`src/pkg/hpb_defines.svh`:
```
`ifndef HPB_DEFINES_SVH
`define HPB_DEFINES_SVH

// Software register indices
`define HPB_REG_OMR      3'h0
`define HPB_REG_CTRL     3'h1
`define HPB_REG_STAT     3'h2
`define HPB_REG_COUNT    3'h3
`define HPB_REG_START    3'h4
`define HPB_REG_VECTOR   3'h5

// Control register fields
`define HPB_CTRL_ENTER   0

// Operating mode register reset value
`define HPB_OMR_RST      4'h0

// Mode codes
`define HPB_MODE_NORM0   4'h0
`define HPB_MODE_EXPAND  4'h8
`define HPB_MODE_WORD    4'hd
`define HPB_MODE_MUX     4'he
`define HPB_MODE_STROBE  4'hf

// Vectors and memory windows
`define HPB_VEC_LOADER   24'hff0000
`define HPB_VEC_EXPAND   24'h008000
`define HPB_ROM_FIRST    24'hff0000
`define HPB_ROM_LAST     24'hff00bf
`define HPB_MUX_BASE     8'h80
`define HPB_SRAM_WAITS   5'h1f

// Cycles from reset release until the filtered mode pins are valid
`define HPB_START_CYC    3'h4

// Idle pin levels: strobes high, latch and stop flag low, data low
`define HPB_PIN_IDLE     33'h000000007

`endif

```
`src/pkg/hpb_pkg.sv`:
```
package hpb_pkg;

  // Loader sequence states
  typedef enum logic [2:0]
  {
    HPB_START,
    HPB_RUN,
    HPB_COUNT,
    HPB_ADDR,
    HPB_DATA,
    HPB_JUMP
  } hpb_state_t;

endpackage : hpb_pkg

```
`src/verilog/hpb_boot_loader.sv`:
```
// Functional notes
// - Latch mode pins into mode bits at reset
// - Mode D: vector FF0000, full-word host writes
// - Mode E: multiplexed bus, two strobes, bytes
// - Mode E: data register at base 0x80
// - Mode F: single strobe plus read/write, bytes
// - Bytes arrive least significant first
// - Store words at consecutive addresses from start
// - After count words, jump to start address
// - Host flag 0 stops load, jumps to start
// - Loader ROM spans FF0000 to FF00BF
// - Software may re-enter loader via entry point
// - Modes 0 and 8 run with no loading
// - Mode 8 starts at 008000, 31 wait states
`timescale 1ns/1ps
`include "hpb_defines.svh"

module hpb_boot_loader
  import hpb_pkg::*;
(
  input  wire logic        core_clk,
  input  wire logic        reset,
  input  wire logic        modePinA,
  input  wire logic        modePinB,
  input  wire logic        modePinC,
  input  wire logic        modePinD,
  input  wire logic [23:0] hostData,
  input  wire logic        hostStrobeN,
  input  wire logic        hostReadWrite,
  input  wire logic        hostWriteN,
  input  wire logic        hostAddrLatch,
  input  wire logic        hostStopFlag,
  input  wire logic [2:0]  swAddr,
  input  wire logic [23:0] swWrData,
  input  wire logic        swWr,
  input  wire logic        swRd,
  output logic      [23:0] swRdData,
  input  wire logic [23:0] fetchAddr,
  output logic             bootRomSel,
  output logic             pramWrEn,
  output logic      [23:0] pramAddr,
  output logic      [23:0] pramData,
  output logic             execJump,
  output logic      [23:0] execVector,
  output logic             sramTiming,
  output logic      [4:0]  sramWaits
);

  // ***************************************************
  // Pin synchronisers
  // ***************************************************

  localparam int PinW = 33;

  // Chains start at idle levels, so no false strobe edge follows reset
  localparam logic [PinW-1:0] PinIdle = `HPB_PIN_IDLE;

  logic [PinW-1:0] pinRaw;     // All pins from outside the core clock
  logic [PinW-1:0] syncA_q;    // First stage, read by stage two only
  logic [PinW-1:0] syncB_q;    // Second stage
  logic [PinW-1:0] syncC_q;    // Third stage
  logic [PinW-1:0] pinFilt_q;  // Accepted pin levels
  logic [PinW-1:0] pinPrev_q;  // Accepted levels one cycle earlier

  assign pinRaw = {hostData, modePinD, modePinC, modePinB, modePinA,
                   hostStopFlag, hostAddrLatch, hostWriteN,
                   hostReadWrite, hostStrobeN};

  // Three-stage chain on every pin
  always_ff @(posedge core_clk or posedge reset)
  begin
    if (reset)
    begin
      syncA_q <= PinIdle;
      syncB_q <= PinIdle;
      syncC_q <= PinIdle;
    end
    else
    begin
      syncA_q <= pinRaw;
      syncB_q <= syncA_q;
      syncC_q <= syncB_q;
    end
  end

  // A level change counts only once stages two and three agree
  genvar gi;
  generate
    for (gi = 0; gi < PinW; gi++)
    begin : g_filt
      always_ff @(posedge core_clk or posedge reset)
      begin
        if (reset)
          pinFilt_q[gi] <= PinIdle[gi];
        else if (syncB_q[gi] == syncC_q[gi])
          pinFilt_q[gi] <= syncC_q[gi];
      end
    end
  endgenerate

  // Previous accepted level for edge detection
  always_ff @(posedge core_clk or posedge reset)
  begin
    if (reset)
      pinPrev_q <= PinIdle;
    else
      pinPrev_q <= pinFilt_q;
  end

  // Named views of the filtered pins
  logic        strobeRise;   // Single strobe released (write ends)
  logic        writeRise;    // Write strobe released
  logic        latchFall;    // Address latch closes
  logic        stopRise;     // Host raised its stop flag
  logic        hostWrite;    // Read/write line shows a write
  logic [3:0]  modePins;     // Filtered mode pins D..A
  logic [23:0] hostWord;     // Filtered host data lines

  assign strobeRise = pinFilt_q[0] & ~pinPrev_q[0];
  assign hostWrite  = ~pinFilt_q[1];
  assign writeRise  = pinFilt_q[2] & ~pinPrev_q[2];
  assign latchFall  = ~pinFilt_q[3] & pinPrev_q[3];
  assign stopRise   = pinFilt_q[4] & ~pinPrev_q[4];
  assign modePins   = pinFilt_q[8:5];
  assign hostWord   = pinFilt_q[32:9];

  // ***************************************************
  // Mode decoding
  // ***************************************************

  // True for the codes that boot without any loading
  function automatic logic isNormal(input logic [3:0] m);
    isNormal = (m == `HPB_MODE_NORM0) || (m == `HPB_MODE_EXPAND);
  endfunction : isNormal

  // True for the host-port loader codes handled here
  function automatic logic isHostBoot(input logic [3:0] m);
    isHostBoot = (m == `HPB_MODE_WORD) || (m == `HPB_MODE_MUX) ||
                 (m == `HPB_MODE_STROBE);
  endfunction : isHostBoot

  // ***************************************************
  // Software registers and sequence state
  // ***************************************************

  hpb_state_t  state_q;        // Loader sequence state
  logic [3:0]  omr_q;          // Mode bits D..A
  logic [2:0]  startCnt_q;     // Cycles since reset release
  logic [1:0]  byteIdx_q;      // Byte slot within a word
  logic [23:0] shift_q;        // Word under assembly
  logic [23:0] count_q;        // Words still to store
  logic [23:0] start_q;        // Received start address
  logic [23:0] loadAddr_q;     // Next program memory address
  logic [7:0]  muxAddr_q;      // Latched address in mux mode
  logic        enter;          // Software re-entry request

  // Re-entry accepted for every code except 0 and 8
  assign enter = swWr && (swAddr == `HPB_REG_CTRL) &&
                 swWrData[`HPB_CTRL_ENTER] && !isNormal(omr_q);

  // Mode bits: strap capture, then software writes
  always_ff @(posedge core_clk or posedge reset)
  begin
    if (reset)
      omr_q <= `HPB_OMR_RST;
    else if (state_q == HPB_START && startCnt_q == `HPB_START_CYC)
      omr_q <= modePins;
    else if (swWr && swAddr == `HPB_REG_OMR)
      omr_q <= swWrData[3:0];
  end

  // Wait for the pin filter to settle after reset release; the filtered
  // straps are first valid after the fourth edge, so they latch at the fifth
  always_ff @(posedge core_clk or posedge reset)
  begin
    if (reset)
      startCnt_q <= 3'h0;
    else if (state_q == HPB_START)
      startCnt_q <= startCnt_q + 3'h1;
  end

  // ***************************************************
  // Host byte and word reception
  // ***************************************************

  logic byteIn;    // One byte taken from the host
  logic wordIn;    // One whole 24-bit value complete
  logic loading;   // Sequence expects host data

  assign loading = (state_q == HPB_COUNT) || (state_q == HPB_ADDR) ||
                   (state_q == HPB_DATA);

  // Mux mode: address is latched from the low data lines
  always_ff @(posedge core_clk or posedge reset)
  begin
    if (reset)
      muxAddr_q <= 8'h00;
    else if (latchFall)
      muxAddr_q <= hostWord[7:0];
  end

  // Byte or word strobes per mode
  always_comb
  begin
    byteIn = 1'b0;
    wordIn = 1'b0;
    case (omr_q)
      `HPB_MODE_WORD:
        wordIn = loading && strobeRise && hostWrite;
      `HPB_MODE_MUX:
        // Only the full base address reaches the data register
        byteIn = loading && writeRise &&
                 (muxAddr_q == `HPB_MUX_BASE);
      `HPB_MODE_STROBE:
        byteIn = loading && strobeRise && hostWrite;
      default:
        byteIn = 1'b0;
    endcase
    if (byteIn && byteIdx_q == 2'h2)
      wordIn = 1'b1;
  end

  // Byte slot counter, restarted with every sequence
  always_ff @(posedge core_clk or posedge reset)
  begin
    if (reset)
      byteIdx_q <= 2'h0;
    else if (!loading)
      byteIdx_q <= 2'h0;
    else if (byteIn)
      byteIdx_q <= (byteIdx_q == 2'h2) ? 2'h0 : byteIdx_q + 2'h1;
  end

  // Least significant byte first: shift each byte in from the top
  always_ff @(posedge core_clk or posedge reset)
  begin
    if (reset)
      shift_q <= 24'h000000;
    else if (byteIn)
      shift_q <= {hostWord[7:0], shift_q[23:8]};
  end

  logic [23:0] wordVal;  // Completed value, valid with wordIn
  assign wordVal = (omr_q == `HPB_MODE_WORD) ? hostWord :
                   {hostWord[7:0], shift_q[23:8]};

  // ***************************************************
  // Load sequence
  // ***************************************************

  // Main state machine
  always_ff @(posedge core_clk or posedge reset)
  begin
    if (reset)
      state_q <= HPB_START;
    else if (enter)
      state_q <= HPB_COUNT;
    else
    begin
      case (state_q)
        HPB_START:
          if (startCnt_q == `HPB_START_CYC)
            state_q <= isHostBoot(modePins) ? HPB_COUNT : HPB_JUMP;
        HPB_COUNT:
          if (stopRise)
            state_q <= HPB_JUMP;
          else if (wordIn)
            state_q <= HPB_ADDR;
        HPB_ADDR:
          if (stopRise)
            state_q <= HPB_JUMP;
          else if (wordIn)
            // Nothing to store for a zero count
            state_q <= (count_q == 24'h0) ? HPB_JUMP : HPB_DATA;
        HPB_DATA:
          if (stopRise)
            state_q <= HPB_JUMP;
          else if (wordIn && count_q == 24'h1)
            state_q <= HPB_JUMP;
        HPB_JUMP:
          state_q <= HPB_RUN;
        HPB_RUN:
          state_q <= HPB_RUN;
        default:
          state_q <= HPB_RUN;
      endcase
    end
  end

  // Count, start and running address
  always_ff @(posedge core_clk or posedge reset)
  begin
    if (reset)
    begin
      count_q    <= 24'h000000;
      start_q    <= 24'h000000;
      loadAddr_q <= 24'h000000;
    end
    else if (wordIn && state_q == HPB_COUNT)
      count_q <= wordVal;
    else if (wordIn && state_q == HPB_ADDR)
    begin
      start_q    <= wordVal;
      loadAddr_q <= wordVal;
    end
    else if (wordIn && state_q == HPB_DATA)
    begin
      count_q    <= count_q - 24'h1;
      loadAddr_q <= loadAddr_q + 24'h1;
    end
  end

  // Program memory write port, one cycle per stored word
  always_ff @(posedge core_clk or posedge reset)
  begin
    if (reset)
    begin
      pramWrEn <= 1'b0;
      pramAddr <= 24'h000000;
      pramData <= 24'h000000;
    end
    else
    begin
      pramWrEn <= wordIn && (state_q == HPB_DATA) && !stopRise;
      if (wordIn && state_q == HPB_DATA)
      begin
        pramAddr <= loadAddr_q;
        pramData <= wordVal;
      end
    end
  end

  // ***************************************************
  // Execution hand-off
  // ***************************************************

  // Vector and one-cycle jump; loader codes first enter the ROM
  always_ff @(posedge core_clk or posedge reset)
  begin
    if (reset)
    begin
      execJump   <= 1'b0;
      execVector <= 24'h000000;
      sramTiming <= 1'b0;
      sramWaits  <= 5'h00;
    end
    else
    begin
      execJump <= 1'b0;
      if (enter)
      begin
        execJump   <= 1'b1;
        execVector <= `HPB_VEC_LOADER;
      end
      else if (state_q == HPB_START && startCnt_q == `HPB_START_CYC)
      begin
        execJump <= 1'b1;
        if (modePins == `HPB_MODE_EXPAND)
        begin
          execVector <= `HPB_VEC_EXPAND;
          sramTiming <= 1'b1;
          sramWaits  <= `HPB_SRAM_WAITS;
        end
        else if (isNormal(modePins))
          execVector <= 24'h000000;
        else
          execVector <= `HPB_VEC_LOADER;
      end
      else if (state_q == HPB_JUMP && isHostBoot(omr_q))
      begin
        execJump   <= 1'b1;
        execVector <= start_q;
      end
    end
  end

  // Fetches inside the loader window are served by the boot ROM
  assign bootRomSel = (fetchAddr >= `HPB_ROM_FIRST) &&
                      (fetchAddr <= `HPB_ROM_LAST);

  // ***************************************************
  // Software read port
  // ***************************************************

  // Read data stands in the cycle after the strobe only
  always_ff @(posedge core_clk or posedge reset)
  begin
    if (reset)
      swRdData <= 24'h000000;
    else if (!swRd)
      swRdData <= 24'h000000;
    else
    begin
      case (swAddr)
        `HPB_REG_OMR:    swRdData <= {20'h00000, omr_q};
        `HPB_REG_STAT:   swRdData <= {19'h00000, loading,
                                      1'b0, state_q};
        `HPB_REG_COUNT:  swRdData <= count_q;
        `HPB_REG_START:  swRdData <= start_q;
        `HPB_REG_VECTOR: swRdData <= execVector;
        default:         swRdData <= 24'h000000;
      endcase
    end
  end

endmodule : hpb_boot_loader

```
`config.mk`:
```
export PLATFORM = sky130hd
export DESIGN_NAME = hpb_boot_loader
export DESIGN_NICKNAME = d
export VERILOG_FILES = /design/src/pkg/hpb_pkg.sv /design/src/verilog/hpb_boot_loader.sv
export VERILOG_INCLUDE_DIRS = /design/src /design/src/pkg
export SDC_FILE = /design/constraint.sdc
export NUM_CORES = 1
export LEC_CHECK = 0
export BUFFER_PORTS_ARGS = -buffer_cell sky130_fd_sc_hd__buf_2
export CAP_MARGIN = 15
export CORE_MARGIN = 2
export CORE_UTILIZATION = 41
export DETAILED_ROUTE_END_ITERATION = 10
export GPL_TIMING_DRIVEN = 0
export PLACE_DENSITY = 0.7
export SETUP_SLACK_MARGIN = 0.2
export SKIP_CTS_REPAIR_TIMING = 1
export SLEW_MARGIN = 20
export SYNTH_ARGS = -nofsm -noshare
export SYNTH_HDL_FRONTEND = slang
export SYNTH_SLANG_ARGS = --single-unit
```
`constraint.sdc`:
```
create_clock -name core_clk -period 24.7 [get_ports core_clk]
set_input_delay 2.47 -clock core_clk [delete_from_list [all_inputs] [get_ports core_clk]]
set_output_delay 2.47 -clock core_clk [all_outputs]
set_load 0.01 [all_outputs]
```
---- Yosys cells after proc, flatten, opt, wreduce, memory -nomap -nowiden ----
Cells that the tools add are included.
Widths: inputs -> output; s select.
storage, ports and cells
  register bits ........................... 353
  input bits .............................. 88
  output and inout port bits .............. 105
  logic and storage cells ................. 207
operators by class
  add/subtract/negate cells ............... 4
  order comparisons ....................... 2
  equal/unequal tests ..................... 60
  muxes and demuxes ....................... 35
  bitwise logic cells ..................... 11
  reductions and logical operators ........ 41
operator list
  cell                   count
  $mux 24                12
  $pmux 24 s5            1
  $eq 1x1->1             33
  $eq 4x4->1 const B     8
  $mux 3                 9
  $add 24x1->24 const B  1
  $eq 24x1->1 const B    1
  $ge 24x24->1 const B   1
  $le 24x24->1 const B   1
  $logic_not 24->1       1
  $sub 24x1->24 const B  1
  $logic_and 1x1->1      17
  $eq 3x3->1 const B     5
  $eq 3x2->1 const B     4
  $pmux 3 s4             1
  $eq 8x8->1 const B     1
  $logic_not 4->1        2
  $logic_or 1x1->1       8
  $mux 4                 2
  $ne 4x4->1 const B     2
  $not 1->1              7
  $logic_not 3->1        2
  $mux 1                 6
  $mux 2                 3
  other kinds (15)       24

---- Longest topological paths before layout ----
  depth after elaboration ................. 13
  depth in mapped cells ................... 9
  gate-level depth less buffers ........... 8

---- Worst setup path after synthesis ----
No wires, ideal clock.
  path type ............................... input port to output port
  start ................................... input port fetchAddr[17]
  end ..................................... output port bootRomSel
  arrival ................................. 2.955 ns
  required time ........................... 22.230 ns
  setup slack ............................. 19.275 ns
  cell stages on the path ................. 3
  path buffers ............................ 0
  path through ............................ nand4_1 nor4_1 and3_1
on the way
  word-level cells in the longest chain between the ends .. 2
  elaborated cells between the ends (all ways) .. 3
  those cells by class .................... order compare (2); reduce/logical (1)
RTL lines
  what                                                           line                    RTL
  start, declared                                                hpb_boot_loader.sv:38   input wire logic [23:0] fetchAddr,
  $ge 24x24->1 (no line) / $le 24x24->1 (equally long branches)  -
  $logic_and 1x1->1 (*)                                          hpb_boot_loader.sv:378  assign bootRomSel = (fetchAddr >= `HPB_ROM_FIRST) &&
  end, declared                                                  hpb_boot_loader.sv:39   output logic bootRomSel,
Mark *: on every way between the ends. The rest lies on a longest branch, timed or not.

---- Worst setup path in the final report ----
Ends and elaborated chain as after synthesis.

==> flow_metrics.py <==
metrics = {
    "clock_network": {
        "clk_latency_ps": 530,
        "root_buffer": "clkbuf_16",
        "htree_num_levels": 2,
        "cts_tree": "yes",
        "path_clk_slew_ps": 60,
        "cts.path.max_buffers": 3,
        "cts_sinks": 343,
        "cts_buffers": 37,
    },
    "timing": {
        "hold_violations": 0,
        "setup_ws_ps": 19090,
        "period_minus_slack_ps": 5610,
        "setup_violations": 0,
        "rsz0062_at_grt": "false",
        "slew_headroom": 0.235,
        "period_share": 0.227,
        "final.setup.tns_ps": 0,
        "worst_slew_pin_slew_ps": 1140,
        "fin_skew_ps": 16.2,
        "max_freq_ghz": 0.178,
        "slew_viol_final": 0,
    },
    "synthesis": {
        "synthMuxAreaShare": 0.0489,
        "synth_top_family_by_area": "simple AND/OR/NAND/NOR gates",
        "ys.flop_type": "dfrtp_1",
        "synth_edf_count": 0,
        "synth_compound_gate_area_share": 0.0843,
        "synthAdderAreaFrac": 0.0293,
        "synth_cells": 1191,
        "syn_nets": 1284,
        "ys_types": 61,
        "synthesis.area_mm2": 0.0134,
        "synthSimpleGateAreaFrac": 0.152,
        "synth-seq-cells": 343,
        "seq_area_frac_synth": 0.641,
        "synthArstFlopShare": 1.00,
        "synthXorXnorAreaFrac": 0.0202,
        "yosys_warnings": 0,
        "avgSynthCellArea_um2": 11.3,
    },
    "layout": {
        "insertedDiodeCount": 0,
        "final_cell_count_no_fill": 1868,
        "area_growth_pct": 20.6,
        "final_util": 0.500,
        "finish.instance_area_mm2": 0.0162,
        "drive_above_1_share": 0.215,
        "nNetsFinal": 1491,
    },
    "power_and_ir_drop": {
        "internal_power_mw": 0.996,
        "p_sw_mw": 0.339,
        "clock_power_share": 0.424,
        "combPwrFrac": 0.099,
        "p_sw_frac": 0.254,
        "seqPwrFrac": 0.476,
        "powerDensity_mw_per_mm2": 82.6,
        "vdd_drop_max_mv": 0.0614,
        "p_leak_nw": 7.76,
    },
    "critical_path": {
        "crit_required_ps": 22230,
        "r2r_setup_slack_ps": 21430,
        "r2r_start": "muxAddr_q[3]",
        "crit_type": "in -> out",
        "crit_arrival_ps": 3140,
        "crit_path_start_kind": "input pin",
        "worstReg2RegEnd": "start_q[14]",
        "end_kind": "primary output",
        "crit_path_max_fanout": 1,
        "r2r_cells": 6,
    },
    "placed_design": {
        "globalplace.congestion": 0.867,
        "placed_area_mm2": 0.0149,
        "portBuffers": 164,
        "post-place-ws_ps": 19080,
        "dpl.cell_count": 1801,
        "dp_hpwl_um": 24900,
    },
    "detailed_routing": {
        "drtAntennaViolNets": 0,
        "drc": 0,
        "drt_first_pass_iters": 5,
        "routedWlPerCell_um": 18.8,
        "vias_per_cell": 5.22,
        "wl_um": 35200,
        "via_count": 9746,
        "first_iter_violations": 739,
    },
    "min_path": {
        "holdPathEnd": "syncB_q[18]",
        "hold_path_startpoint": "syncA_q[18]",
        "hp-class": "reg -> reg",
        "holdPathStages": 0,
    },
    "floorplanning": {
        "ioPinCount": 193,
        "core_mm2": 0.0324,
        "start_util": 0.414,
        "die-area_mm2": 0.0342,
        "num_rows": 66,
        "die_w_um": 185,
        "die_height_um": 185,
    },
    "status": {
        "outcome": "completed",
    },
    "run": {
        "cap_violations": 0,
    },
    "grt": {
        "grt_pass1_vias": 9550,
        "antenna_found_initial": 0,
        "grtUsageTotal": 0.210,
        "grt_pass1_wl_um": 54700,
        "grt_max_degree": 112,
        "overflow": 0,
    },
}
-- layout by cell type (no fill, tap or decap), types with 4 or more instances in the layout --
master,count
dfrtp_1,329
nand2_1,215
buf_2,173
nor2_1,121
a21oi_1,70
o21ai_0,50
clkbuf_1,49
clkbuf_16,39
mux2_2,36
maj3_1,33
xor2_1,26
mux2i_1,25
a22oi_1,21
nand3_1,20
nor3_1,18
dfstp_2,14
and3_1,13
or3_1,12
nand4_1,12
a221oi_1,12
clkbuf_8,11
inv_1,10
a31oi_1,8
buf_4,6
nor4_1,5
and2_1,5
xnor2_1,5
buf_1,5
nand4b_1,5
ha_1,5
nand2b_1,4
nor2b_1,4
o211ai_1,4
a211oi_1,4
nand3b_1,4
-- power by group through the flow --
stage               Sequential (mW)  Clock (mW)  Combinational, mW
detailed placement            0.645           0              0.132
global route                  0.640       0.602              0.145
finish                        0.636       0.566              0.133
floorplan                     0.636           0             0.0791
CTS                           0.635       0.577              0.133
global placement              0.644           0              0.127
-- layout make-up --
cell class | count | area, µm²
buffer | 63 | 274
clock buffer | 56 | 1150
clock inverter | 11 | 124
fill | 2952 | 16200
inverter | 11 | 48.8
multi-input combinational | 774 | 4510
sequential | 343 | 8600
tap | 442 | 553
timing repair buffer | 168 | 911
-- synthesized netlist by cell type, drive strengths merged (8+ instances only) --
cell type,instances,area (µm²)
and3,13,81.3
or3,12,75.1
o21ai,50,250
a22oi,21,158
mux2,36,405
buf,20,113
nand4,12,75.1
mux2i,25,250
clkbuf,43,161
maj3,33,330
dfrtp,329,8230
a21oi,71,359
nand2,215,807
xor2,26,228
nor3,20,100
nor2,121,454
a31oi,8,50.1
a221oi,12,105
nand3,20,100
dfstp,14,368
nor4,8,71.3
inv,11,41.3
-- per-layer routing --
metal	part of all wire	GRT usage
met1	0.43	0.291
met2	0.47	0.331
met3	0.074	0.0393
met4	0.027	0.0733
met5	0	0
-- critical path, cell delays in order --
cell,delay [ps]
buf_2,80
nand4_1,80
nor4_1,220
and3_1,180
buf_2,120
-- through the flow --
step	hold WS, ps	power [mW]
after floorplan	331	0.715
after global placement	332	0.771
after detailed placement	335	0.777
after CTS	348	1.34
after global routing	353	1.39
final	346	1.34
-- worst max path at each step --
| stage | start | to | slack (ps) | depth (start not counted) |
|---|---|---|---|---|
| 2_1_floorplan | reset | byteIdx_q[0] | 12740 | 1 |
| 3_3_place_gp | reset | swRdData[8] | 9450 | 2 |
| 3_5_place_dp | fetchAddr[17] | bootRomSel | 19080 | 5 |
| 4_1_cts | fetchAddr[17] | bootRomSel | 19080 | 5 |
| 5_1_grt | fetchAddr[17] | bootRomSel | 19000 | 5 |
| 6_report | fetchAddr[17] | bootRomSel | 19090 | 5 |
-- kinds of logic (layout without fill, tap and decap cells) --
group,Yosys count,count (layout)
and+or+nand+nor,457,457
DFF,343,343
AOI/OAI and AO/OA,187,187
buffers and inverters,74,309
muxes,61,61
adders and majority gates,38,38
xor gates and xnor gates,31,31
-- sequential cells by signal (all words and copies together), names as in the netlist, 5 cells and up --
register	flops
hostWord	24
syncA_q	33
muxAddr_q	8
pinFilt_q	5
execVector	24
swRdData	24
start_q	24
pramData	24
syncB_q	33
pramAddr	24
count_q	24
loadAddr_q	24
shift_q	16
syncC_q	33
(Power assumes the default switching activity.)
